<file path="src/design/tasm_pkg.sv">
// Shared constants and types of the thermal alarm status and mask block.
// Assumes one 125 MHz clock; all counts derive from the figures below.
package tasm_pkg;
   // ----------------------------------------------------------------
   // Register offsets
   // ----------------------------------------------------------------
   localparam logic [7:0] ADDR_CFG1 = 8'h41;
   localparam logic [7:0] ADDR_CFG2 = 8'h42;
   localparam logic [7:0] ADDR_CFG3 = 8'h43;
   localparam logic [7:0] ADDR_ST1 = 8'h44;
   localparam logic [7:0] ADDR_ST2 = 8'h45;
   localparam logic [7:0] ADDR_ST3 = 8'h46;
   // ----------------------------------------------------------------
   // Field layout and reset values
   // ----------------------------------------------------------------
   localparam logic [7:0] CFG1_WMASK = 8'hb8;
   localparam logic [7:0] CFG2_WMASK = 8'h7f;
   localparam logic [7:0] CFG3_WMASK = 8'h39;
   localparam logic [6:0] OVT_CHANS = 7'h39;
   localparam int CFG1_RCAN_BIT = 3;
   localparam int CFG1_POR_BIT = 6;
   localparam int CFG1_STOP_BIT = 7;
   localparam logic [2:0] LOCAL_CHAN = 3'h6;
   localparam logic [2:0] CH1_CHAN = 3'h0;
   localparam logic [7:0] CFG_RESET = 8'h00;
   localparam logic [6:0] STATUS_RESET = 7'h00;
   localparam logic [8:0] HYST_DEGC = 9'h004;
   // ----------------------------------------------------------------
   // Timing
   // ----------------------------------------------------------------
   localparam int CLK_HZ = 125_000_000;
   localparam int MS_PER_S = 1000;
   localparam int MS_CYCLES = CLK_HZ / MS_PER_S;
   localparam int SLOT_MS = 125;
   localparam int RCAN_EXTRA_MS = 125;
   typedef enum logic [0:0] {
      TASM_IDLE = 1'b0,
      TASM_CONV = 1'b1
   } tasm_state_type;
endpackage

</file>
<file path="src/design/tasm_top.sv">
// Status and mask logic of a seven-channel temperature monitor.
// Assumes the serial engine presents byte reads and writes as one-cycle strobes,
// and the converter presents temperature and the channel's limits at conv end.
//
// Overview of operation
// - Config 3 bits 3..5 mask channels 4..6 overtemp
// - Config 3 bit 0 masks channel 1; others reserved
// - Status 1 bit 6: local over alert limit
// - Status 1 bits 0..5: remote 1..6 over limit
// - Config 1 bit 3 enables channel 1 cancellation
// - Cancellation adds 125 ms to channel 1 slot
// - Faulted diode flagged in status and skipped
// - Status 2 read clears bits, not overtemp output
// - Condition ends only more than 4 degrees below threshold
// - Config 2 bits 0..6 mask channel alerts
`timescale 1ns/100ps
module tasm_top
   import tasm_pkg::*;
#(
   parameter int MS_CYCLES_P = MS_CYCLES
)
(
   input wire logic sys_clk,
   input wire logic srst,
   input wire logic [7:0] reg_addr,
   input wire logic reg_wr,
   input wire logic reg_rd,
   input wire logic [7:0] reg_wdata,
   output logic [7:0] reg_rdata,
   output logic reg_rack,
   input wire logic [7:0] meas_temp,
   input wire logic [7:0] alert_limit,
   input wire logic [7:0] overtemp_shutdown_out_limit,
   input wire logic [5:0] diode_fault_in,
   output logic [2:0] meas_chan,
   output logic ch1_rcan_en,
   input wire logic alert_n_in,
   output logic alert_n_out,
   output logic alert_n_oe_n,
   input wire logic overtemp_shutdown_in,
   output logic overtemp_shutdown_out,
   output logic overtemp_shutdown_oe_n
);
   logic [7:0] cfg1_q;
   logic [6:0] cfg2_q;
   logic [5:0] cfg3_q;
   logic [6:0] st1_q;
   logic [6:0] st1_d;
   logic [6:0] st2_q;
   logic [6:0] st2_d;
   logic [6:0] st3_q;
   logic [6:0] alert_cond_q;
   logic [6:0] ovt_cond_q;
   logic [6:0] skip;
   logic soft_rst_q;
   logic rst_all;
   logic conv_done;
   logic [2:0] done_chan;
   logic rcan_active;
   logic alert_hit;
   logic ovt_hit;
   logic rd_st1;
   logic rd_st2;

   function automatic logic cond_next(input logic cur, input logic [7:0] t,
                                      input logic [7:0] lim);
      if (cur)
         return !({1'b0, t} + HYST_DEGC < {1'b0, lim});
      else
         return t > lim;
   endfunction

   assign rst_all = srst || soft_rst_q;
   assign skip = {1'b0, diode_fault_in};
   assign rd_st1 = reg_rd && reg_addr == ADDR_ST1;
   assign rd_st2 = reg_rd && reg_addr == ADDR_ST2;

   tasm_conv_seq #(
      .MS_CYCLES_P(MS_CYCLES_P)
   ) u_seq (
      .sys_clk(sys_clk),
      .srst(rst_all),
      .run(!cfg1_q[CFG1_STOP_BIT]),
      .rcan_en(cfg1_q[CFG1_RCAN_BIT]),
      .skip(skip),
      .conv_done(conv_done),
      .done_chan(done_chan),
      .conv_chan(meas_chan),
      .rcan_active(rcan_active)
   );

   // ----------------------------------------------------------------
   // Configuration registers
   // ----------------------------------------------------------------
   always_ff @(posedge sys_clk)
   begin
      // Self-clearing reset bit restores the reset state next cycle
      soft_rst_q <= !srst && reg_wr && reg_addr == ADDR_CFG1 && reg_wdata[CFG1_POR_BIT];
      if (rst_all)
      begin
         cfg1_q <= CFG_RESET;
         cfg2_q <= CFG_RESET[6:0];
         cfg3_q <= CFG_RESET[5:0];
      end
      else if (reg_wr)
      begin
         case (reg_addr)
            ADDR_CFG1: cfg1_q <= reg_wdata & CFG1_WMASK;
            ADDR_CFG2: cfg2_q <= reg_wdata[6:0] & CFG2_WMASK[6:0];
            ADDR_CFG3: cfg3_q <= reg_wdata[5:0] & CFG3_WMASK[5:0];
            default: cfg1_q <= cfg1_q;
         endcase
      end
   end

   always_ff @(posedge sys_clk)
   begin
      if (rst_all)
         ch1_rcan_en <= 1'b0;
      else
         ch1_rcan_en <= rcan_active;
   end

   // ----------------------------------------------------------------
   // Conditions with hysteresis
   // ----------------------------------------------------------------
   always_ff @(posedge sys_clk)
   begin
      if (rst_all)
      begin
         alert_cond_q <= STATUS_RESET;
         ovt_cond_q <= STATUS_RESET;
      end
      else if (conv_done && !skip[done_chan])
      begin
         alert_cond_q[done_chan] <= cond_next(alert_cond_q[done_chan], meas_temp,
                                              alert_limit);
         if (OVT_CHANS[done_chan])
            ovt_cond_q[done_chan] <= cond_next(ovt_cond_q[done_chan], meas_temp, overtemp_shutdown_out_limit);
      end
   end

   // ----------------------------------------------------------------
   // Status registers: a set in the read cycle survives the clear
   // ----------------------------------------------------------------
   always_comb
   begin
      st1_d = rd_st1 ? STATUS_RESET : st1_q;
      st2_d = rd_st2 ? STATUS_RESET : st2_q;
      if (conv_done && !skip[done_chan])
      begin
         st1_d[done_chan] = st1_d[done_chan] ||
            cond_next(alert_cond_q[done_chan], meas_temp, alert_limit);
         if (OVT_CHANS[done_chan])
            st2_d[done_chan] = st2_d[done_chan] ||
               cond_next(ovt_cond_q[done_chan], meas_temp, overtemp_shutdown_out_limit);
      end
   end

   always_ff @(posedge sys_clk)
   begin
      if (rst_all)
      begin
         st1_q <= STATUS_RESET;
         st2_q <= STATUS_RESET;
         st3_q <= STATUS_RESET;
      end
      else
      begin
         st1_q <= st1_d;
         st2_q <= st2_d;
         st3_q <= {diode_fault_in, 1'b0};
      end
   end

   // ----------------------------------------------------------------
   // Open-drain outputs, enable low while pulling the pin low
   // ----------------------------------------------------------------
   assign alert_hit = |(st1_q & ~cfg2_q);
   // The live condition keeps the shutdown pin held after a status read
   assign ovt_hit = |((st2_q | ovt_cond_q) & ~{1'b0, cfg3_q} & OVT_CHANS);

   always_ff @(posedge sys_clk)
   begin
      alert_n_out <= 1'b0;
      overtemp_shutdown_out <= 1'b0;
      if (rst_all)
      begin
         alert_n_oe_n <= 1'b1;
         overtemp_shutdown_oe_n <= 1'b1;
      end
      else
      begin
         alert_n_oe_n <= !alert_hit;
         overtemp_shutdown_oe_n <= !ovt_hit;
      end
   end

   // ----------------------------------------------------------------
   // Read port: data one cycle after the strobe, unmapped reads as zero
   // ----------------------------------------------------------------
   always_ff @(posedge sys_clk)
   begin
      if (srst)
      begin
         reg_rdata <= 8'h00;
         reg_rack <= 1'b0;
      end
      else
      begin
         reg_rack <= reg_rd;
         case (reg_addr)
            ADDR_CFG1: reg_rdata <= cfg1_q;
            ADDR_CFG2: reg_rdata <= {1'b0, cfg2_q};
            ADDR_CFG3: reg_rdata <= {2'b00, cfg3_q};
            ADDR_ST1: reg_rdata <= {1'b0, st1_q};
            ADDR_ST2: reg_rdata <= {1'b0, st2_q};
            ADDR_ST3: reg_rdata <= {1'b0, st3_q};
            default: reg_rdata <= 8'h00;
         endcase
      end
   end
endmodule

</file>
<file path="src/design/tasm_conv_seq.sv">
// Conversion slot sequencer: walks the seven channels, skips faulted ones,
// and stretches the channel 1 slot while resistance cancellation is enabled.
// Assumes run and skip are synchronous to sys_clk.
`timescale 1ns/100ps
module tasm_conv_seq
   import tasm_pkg::*;
#(
   parameter int MS_CYCLES_P = MS_CYCLES
)
(
   input wire logic sys_clk,
   input wire logic srst,
   input wire logic run,
   input wire logic rcan_en,
   input wire logic [6:0] skip,
   output logic conv_done,
   output logic [2:0] done_chan,
   output logic [2:0] conv_chan,
   output logic rcan_active
);
   tasm_state_type state_q;
   logic [31:0] ms_cnt_q;
   logic ms_tick_q;
   logic [7:0] slot_ms_q;
   logic [7:0] slot_len;

   function automatic logic [2:0] next_chan(input logic [2:0] c, input logic [6:0] sk);
      logic [2:0] n;
      logic found;
      n = c;
      found = 1'b0;
      for (int i = 0; i < 7; i++)
      begin
         if (!found)
         begin
            n = (n == LOCAL_CHAN) ? 3'h0 : n + 3'h1;
            found = !sk[n];
         end
      end
      return found ? n : LOCAL_CHAN;
   endfunction

   // ----------------------------------------------------------------
   // Millisecond tick
   // ----------------------------------------------------------------
   always_ff @(posedge sys_clk)
   begin
      if (srst || ms_cnt_q == 32'(MS_CYCLES_P - 1))
         ms_cnt_q <= 32'h0;
      else
         ms_cnt_q <= ms_cnt_q + 32'h1;
      ms_tick_q <= !srst && ms_cnt_q == 32'(MS_CYCLES_P - 1);
   end

   // Channel 1 gets a longer slot when cancellation is enabled
   assign slot_len = (conv_chan == CH1_CHAN && rcan_en) ?
                     8'(SLOT_MS + RCAN_EXTRA_MS) : 8'(SLOT_MS);

   // ----------------------------------------------------------------
   // Slot sequencing
   // ----------------------------------------------------------------
   always_ff @(posedge sys_clk)
   begin
      conv_done <= 1'b0;
      if (srst)
      begin
         state_q <= TASM_IDLE;
         slot_ms_q <= 8'h0;
         conv_chan <= 3'h0;
         done_chan <= 3'h0;
      end
      else
      begin
         case (state_q)
            TASM_IDLE:
            begin
               slot_ms_q <= 8'h0;
               if (run)
               begin
                  state_q <= TASM_CONV;
                  if (skip[conv_chan])
                     conv_chan <= next_chan(conv_chan, skip);
               end
            end
            TASM_CONV:
            begin
               if (!run)
                  state_q <= TASM_IDLE;
               else if (ms_tick_q)
               begin
                  if (slot_ms_q + 8'h1 >= slot_len)
                  begin
                     slot_ms_q <= 8'h0;
                     conv_done <= 1'b1;
                     done_chan <= conv_chan;
                     conv_chan <= next_chan(conv_chan, skip);
                  end
                  else
                     slot_ms_q <= slot_ms_q + 8'h1;
               end
            end
            default: state_q <= TASM_IDLE;
         endcase
      end
   end

   always_ff @(posedge sys_clk)
   begin
      if (srst)
         rcan_active <= 1'b0;
      else
         rcan_active <= rcan_en && conv_chan == CH1_CHAN && state_q == TASM_CONV;
   end

   // ----------------------------------------------------------------
   // Checks
   // ----------------------------------------------------------------
   logic [7:0] tick_seen_q;
   always_ff @(posedge sys_clk)
   begin
      if (srst || conv_done || state_q == TASM_IDLE)
         tick_seen_q <= 8'h0;
      else if (ms_tick_q)
         tick_seen_q <= tick_seen_q + 8'h1;
   end
endmodule

</file>
<file path="config.mk">
export PLATFORM = sky130hd
export DESIGN_NAME = tasm_top
export DESIGN_NICKNAME = d
export VERILOG_FILES = /design/src/design/tasm_pkg.sv /design/src/design/tasm_top.sv /design/src/design/tasm_conv_seq.sv
export SDC_FILE = /design/constraint.sdc
export NUM_CORES = 1
export LEC_CHECK = 0
export ABC_CLOCK_PERIOD_IN_PS = 9700
export BUFFER_PORTS_ARGS = -buffer_cell sky130_fd_sc_hd__buf_2
export CORE_ASPECT_RATIO = 1.5
export CORE_MARGIN = 2
export CORE_UTILIZATION = 55
export DETAILED_ROUTE_END_ITERATION = 10
export GPL_ROUTABILITY_DRIVEN = 0
export PLACE_DENSITY = 0.81
export SLEW_MARGIN = 10
export SYNTH_ARGS = -nofsm -noshare
export SYNTH_HDL_FRONTEND = slang
export SYNTH_SLANG_ARGS = --single-unit
</file>
<file path="constraint.sdc">
create_clock -name sys_clk -period 9.7 [get_ports sys_clk]
set_input_delay 0.97 -clock sys_clk [delete_from_list [all_inputs] [get_ports sys_clk]]
set_output_delay 0.97 -clock sys_clk [all_outputs]
set_load 0.03 [all_outputs]
</file>
==> metrics.md, run 1 <==
| Metric | Value |
|---|---|
| Status | `finished, final reports clean` |
| Psw | `0.532 mW` |
| Worst path required time | `10.04 ns` |
| Critical Path AT | `4.03 ns` |
| Synth-to-Final Area Change | `14.7%` |
| Worst skew pair latency | `0.41 ns` |
| Peak supply drop | `0.138 mV` |
| Endpoints failing setup | `0` |
| Clock Skews | `0.00682 ns` |
| Critical path launch point type | `register` |
| Hold WS | `0.431 ns` |
| EDFF count, synth | `0` |
| TritonCTS clock tree | `built` |
| Dpl hpwl | `11.2 mm` |
| Crit end category | `register` |
| Fin crit share | `38.1%` |
| Synthesized instance count | `822` |
| # rows | `49` |
| Most Frequent Cell on Critical Path | `nor2_1` |
| F_max | `271 MHz` |
| Synthesized area per cell | `8.12 um2` |
| Vias in the first global route | `6083` |
| Worst-path maximum fanout | `28` |
| Die area | `13000 um2` |
| Crit-path cells | `nor4b_1, inv_1, ha_1, nand2b_1, a21o_1, a21oi_1, nor2_1, a31oi_1, nor3b_1, mux2i_1, nor2_1, nor3_1, xnor2_1` |
| Max Slew Vio Count | `0` |
| Switching part of the total | `32.7%` |
| Reg clk slew, reported paths | `0.05 ns` |
| RSZ-0062 raised after global routing | `no` |
| Worst-margin pin slew | `0.980 ns` |
| 1st-iter DRT viols | `485` |
| Routed Antenna Nets | `0` |
| Root Buffer | `clkbuf_16` |
| Layout Nets | `956` |
| Antenna diodes | `0` |
| Post-synth top area share | `33.9%` |
| Routed WL | `15.7 mm` |
| Initial Util | `56.1%` |
| Largest cells by area after synthesis | `dfxtp_1 34%, ha_1 6.6%, nor2_1 5.1%` |
| Global-route wire length before repair | `26.8 mm` |
| Final setup TNS | `0 ns` |
| Post-synthesis cell type count | `77` |
| H-tree depth | `4` |
| Longest Clk Path Bufs | `2` |
| Num Clock Sinks | `113` |
| Final core utilization | `64.3%` |
| Clock share of power | `38.3%` |
| FFs w/ async S/R, synth | `0%` |
| Share of cells above drive strength 1 | `13.9%` |
| Initial antenna violation count | `0` |
| GRT Overall Usage | `24.7%` |
| Grt ovf | `0` |
| Most frequent cells in the layout | `113 x dfxtp_1, 89 x nor2_1, 77 x nand2_1` |
| Critical Path Max Stage Delay | `0.67 ns` |
| Post-CTS setup buffers | `0` |
| DRT Pass-1 Iters | `5` |
| Io pins | `69` |
| Final Hold Viols | `0` |
| Die X | `93.9 um` |
| Pwr/cell area | `213 nW/um2` |
| DR vias/cell | `5.98` |
| Core Footprint | `11900 um2` |
| Num CTS Buffers | `17` |
| Period minus WS final | `3.69 ns` |
| Max-Cap Viols | `0` |
| Die height | `139 um` |
| YS warnings | `0` |
| Via count | `6186` |
| Largest area contributor in the netlist | `dfxtp_1` |
| Cts-stage hold buffer count | `0` |
| Power Total | `1.63 mW` |
| Port Buffers | `64` |
| Logic gate share of total power | `31.3%` |
| Routed wire per std cell | `15.2 um` |
| Crit path kind | `reg -> reg` |
| Hold Path Class | `reg -> reg` |
| Int Power | `1.09 mW` |
| Dominant synthesized flop cell | `dfxtp_1` |
| Critical path's slowest cell | `nor3b_1` |
| Most common library cell in the layout ignoring fill and taps | `dfxtp_1` |
| DRC Markers | `0` |
| Leak | `2.98 nW` |
| Worst slew margin | `34.5%` |
| Pre-CTS setup slack | `5.90 ns` |
| Post-Syn Area | `6670 um2` |
| Final WS setup | `6.01 ns` |
| Post-synthesis sequential area ratio | `33.9%` |
| Largest net degree at the start of global routing | `37` |
| Post-CTS Resized | `0` |
| Synthesis-stage register bit count | `113` |
| Sequential share of power | `30.4%` |
[Yosys cell counts (9+ instances only)]
| cell | n |
|---|---|
| xor2_1 | 25 |
| a22oi_1 | 9 |
| mux2i_1 | 26 |
| nor3_1 | 12 |
| o21ai_0 | 44 |
| and3_1 | 18 |
| xnor2_1 | 14 |
| a21oi_1 | 54 |
| inv_1 | 28 |
| dfxtp_1 | 113 |
| nand2_1 | 77 |
| nand2b_1 | 14 |
| nor2_1 | 90 |
| nor4_1 | 9 |
| ha_1 | 35 |
| clkbuf_1 | 31 |
| nand3_1 | 54 |
| o21a_1 | 13 |
| and2_1 | 11 |
[metal layers]
layer / global-route usage (%) / vias to the layer above / share of wire (%)
met3: 4.18 / 45 / 5.2
met4: 12.0 / 0 / 3.0
li1: - / 3052 / -
met5: 0 / - / 0
met1: 27.7 / 2887 / 40
met2: 44.3 / 202 / 52
[final timing paths]
check                     startpoint     endpoint  slack, ns  cells past startpoint
setup / recovery  u_seq.conv_chan[0]     register       6.01                     13
hold / removal     u_seq.rcan_active  ch1_rcan_en       0.43                      1
setup reg to reg  u_seq.conv_chan[0]     register       6.01                     13
hold reg to reg    u_seq.rcan_active  ch1_rcan_en       0.43                      1
[sequential cells by signal, indices dropped and copies added, names as in the netlist, 7 cells and up, named ones only]
name / flops
st2_q: 7
st1_q: 7
ovt_cond_q: 7
cfg2_q: 7
u_seq.slot_ms_q: 8
alert_cond_q: 7
reg_rdata: 8
u_seq.ms_cnt_q: 32
[final cells by class]
class                   count  area (um2)
well taps                 153         191
clock inverters             8         101
fillers                  1018        4240
repair buffers             67         343
flip-flops and latches    113        2260
inverters                  29         109
clock buffers              24         502
multi-input cells         641        4140
[power by group through the flow]
stage	clock [mW]	sequential [mW]	combinational (mW)
floorplan	0	0.501	0.407
global placement	0	0.503	0.492
detailed placement	0	0.504	0.498
CTS	0.628	0.494	0.503
global route	0.650	0.497	0.562
finish	0.623	0.495	0.509
[kinds of logic after synthesis]
kind of cell,synth area share [%]
xor gates and xnor gates,5.12
buffers and inverters,4.07
AOI/OAI and AO/OA,19.5
adders and majority gates,6.56
and+or+nand+nor,25.3
other,0.0562
muxes,5.48
DFF,33.9
[worst max-delay path: cells and delay by family (launching register included)]
family          cells  cell delay (ns)
compound gates      3             0.33
xor+xnor            1             0.15
fa+ha+maj           1             0.31
buf+inv             1             0.18
flops               1             0.60
mux                 1             0.26
simple gates        6             1.78
[metrics by stage]
stage	instance area, um2	std cells
after floorplan	6680	823
after global placement	7050	1003
after detailed placement	7050	1003
after CTS	7650	1035
after global routing	7650	1035
final	7650	1035
No activity file was read; power rests on OpenSTA's default activity.
==> inputs of run 2 (changes only) <==
Settings changed: ABC_AREA set to 1, ABC_CLOCK_PERIOD_IN_PS 9700 to 3100, CORE_UTILIZATION 55 to 54, PLACE_DENSITY 0.81 to 0.83.
Clock period 9.7 ns to 3.1 ns, I/O delays scaled along.
==> run 2 against run 1 <==
- clock skew shrank 0.00095 ns
- final area grew 9.2%
- sequential share of layout area shrank 2.3 points
- clock power grew to 3.5 times the previous value
- combinational power grew to 6.7 times the previous value
- fmax grew 28%
- critical path type unchanged
- largest cell class unchanged
==> metrics.md, run 2 <==
| Metric | Value |
|---|---|
| DRC Markers | `0` |
| Synthesized area per cell | `6.91 um2` |
| Worst slew margin | `53.7%` |
| Switching part of the total | `42.5%` |
| RSZ-0062 raised after global routing | `yes` |
| Max Slew Vio Count | `0` |
| Largest Register | `u_seq.ms_cnt_q` |
| Endpoints failing setup | `0` |
| Commonest cells in the netlist | `182 x nand2_1, 158 x inv_1, 113 x dfxtp_1, 87 x a21oi_1, 82 x nor2_1` |
| Initial Util | `55.1%` |
| Synthesized instance count | `988` |
| Peak supply drop | `0.534 mV` |
| DR vias/cell | `5.56` |
| Non-Filler Instances | `1257` |
| 1st-iter DRT viols | `587` |
| Int Power | `4.09 mW` |
| Hold WS | `0.0886 ns` |
| Dpl hpwl | `12.3 mm` |
| Critical Path AT | `3.20 ns` |
| FFs w/ async S/R, synth | `0%` |
| Antenna diodes | `0` |
| Via count | `6990` |
| GRT Overall Usage | `26.2%` |
| Final Hold Viols | `0` |
| Critical path launch point type | `register` |
| Core Footprint | `12400 um2` |
| Most common library cell in the layout ignoring fill and taps | `nand2_1` |
| Grt ovf | `0` |
| Status | `finished, final reports clean` |
| Worst-margin pin slew | `0.685 ns` |
| Synth Area in XOR/XNOR | `1.80%` |
| Crit end category | `register` |
| Largest area contributor in the netlist | `dfxtp_1` |
| Worst-path maximum fanout | `4` |
| Routed Antenna Nets | `0` |
| EDFF count, synth | `0` |
| YS warnings | `0` |
| Port Buffers | `64` |
| Pre-CTS setup slack | `0.103 ns` |
| Root Buffer | `clkbuf_16` |
| Synth-to-Final Area Change | `22.4%` |
| Share of cells above drive strength 1 | `21.6%` |
| Period minus WS final | `2.89 ns` |
| Most frequent cells in the layout | `172 x nand2_1, 155 x inv_1, 105 x dfxtp_1` |
| Logic gate share of total power | `47.8%` |
| Die area | `13600 um2` |
| Worst hold path depth | `2` |
| Routed WL | `18.0 mm` |
| Most frequent cell after synthesis | `nand2_1` |
| Hold Path Class | `in -> reg` |
| Top Registers | `u_seq.ms_cnt_q x32, reg_rdata x8, u_seq.slot_ms_q x8` |
| H-tree depth | `4` |
| Largest net degree at the start of global routing | `37` |
| Post-synthesis cell type count | `55` |
| R2R setup slack | `0.21 ns` |
| Clock Skews | `0.00587 ns` |
| # placed instances | `1212` |
| Global-route wire length before repair | `28.7 mm` |
| Final core utilization | `67.5%` |
| Routed wire per std cell | `14.3 um` |
| TritonCTS clock tree | `built` |
| DRT Pass-1 Iters | `5` |
| Sequential share of power | `21.7%` |
| # rows | `50` |
| Initial antenna violation count | `0` |
| Crit path kind | `reg -> reg` |
| Synthesis-stage register bit count | `113` |
| Die height | `142 um` |
| Vias in the first global route | `6610` |
| Post-Synth Simple-Gate Area | `29.7%` |
| Psw | `3.02 mW` |
| Fin crit share | `93.2%` |
| F_max | `346 MHz` |
| Longest Clk Path Bufs | `2` |
| Die X | `95.8 um` |
| Num CTS Buffers | `17` |
| Io pins | `69` |
| Largest cells by area after synthesis | `dfxtp_1 33%, nand2_1 10%, inv_1 8.7%` |
| Worst skew pair latency | `0.42 ns` |
| Post-synthesis mux area share | `0.165%` |
| Post-synthesis sequential area ratio | `33.1%` |
| Reg clk slew, reported paths | `0.06 ns` |
| Largest register FFs | `32` |
| Clock share of power | `30.5%` |
| Post-Syn Area | `6830 um2` |
| Worst path required time | `3.42 ns` |
| Dominant synthesized flop cell | `dfxtp_1` |
| Largest family of logic cells by synthesized area | `simple AND/OR/NAND/NOR gates` |
| Max-Cap Viols | `0` |
| R2r worst-path depth | `18` |
| Num Clock Sinks | `113` |
| Post-synth top area share | `33.1%` |
| Layout Nets | `1175` |
| Pwr/cell area | `850 nW/um2` |
| Final WS setup | `0.212 ns` |
| Post-Synth Adder-Cell Area | `6.41%` |
| Leak | `3.79 nW` |
| Synth Area in Compound Gates | `18.3%` |
| Final setup TNS | `0 ns` |
## run 2: layer usage
| metal | track usage (%) | share of wire [%] |
|---|---|---|
| met1 | 27.8 | 37 |
| met3 | 5.20 | 6.4 |
| met4 | 14.4 | 4.1 |
| met2 | 47.4 | 52 |
| met5 | 0 | 0 |
## run 2: layout make-up
| type | instances | area, um2 |
|---|---|---|
| clock buffers | 17 | 425 |
| clock inverters | 15 | 230 |
| fillers | 1013 | 4030 |
| inverters | 173 | 664 |
| multi-input cells | 689 | 4010 |
| flip-flops and latches | 113 | 2280 |
| well taps | 156 | 195 |
| repair buffers | 94 | 546 |
## run 2: final timing paths
| path | end | from |
|---|---|---|
| min | reg_rack | srst |
| max | u_seq.ms_cnt_q[31] | u_seq.ms_cnt_q[3] |
| max reg2reg | u_seq.ms_cnt_q[31] | u_seq.ms_cnt_q[3] |
| min reg2reg | ch1_rcan_en | u_seq.rcan_active |
## run 2: through the flow
| stage | area [um2] | total power, mW |
|---|---|---|
| after floorplan | 6830 | 4.11 |
| after global placement | 7420 | 4.55 |
| after detailed placement | 7420 | 4.61 |
| after CTS | 8070 | 6.78 |
| after global routing | 8360 | 7.59 |
| final | 8360 | 7.11 |
## run 2: power groups by stage
| stage | sequential, mW | clock (mW) | combinational (mW) |
|---|---|---|---|
| after floorplan | 1.56 | 0 | 2.55 |
| after global placement | 1.56 | 0 | 3.00 |
| after detailed placement | 1.56 | 0 | 3.05 |
| after CTS | 1.53 | 2.18 | 3.07 |
| after global routing | 1.55 | 2.26 | 3.79 |
| final | 1.54 | 2.16 | 3.40 |
## run 2: timing repair
action	4_1_cts	5_1_grt
gates resized for setup	0	56
setup buffers	0	13
setup endpoints to repair	0	16
hold buffers	0	0
## run 2: critical path, stage by stage, from the launching register on
cell	delay [ns]
dfxtp_1	0.41
nand2_1	0.10
nor2_2	0.16
nand3_1	0.14
nor2_2	0.15
inv_2	0.07
nor4_2	0.21
nand4_1	0.24
nor2_2	0.22
nand3_2	0.09
nor2_1	0.09
inv_1	0.07
nor2_2	0.12
nand3_2	0.09
nor2_2	0.13
nand3_2	0.12
nor4_4	0.17
a21oi_1	0.09
o21a_1	0.10
## run 2: cell families after synthesis
kind of cell,count (synthesis)
simple gates,421
fa+ha+maj,35
flops,113
compound gates,216
other cells,1
buf+inv,187
mux,1
xor+xnor,14
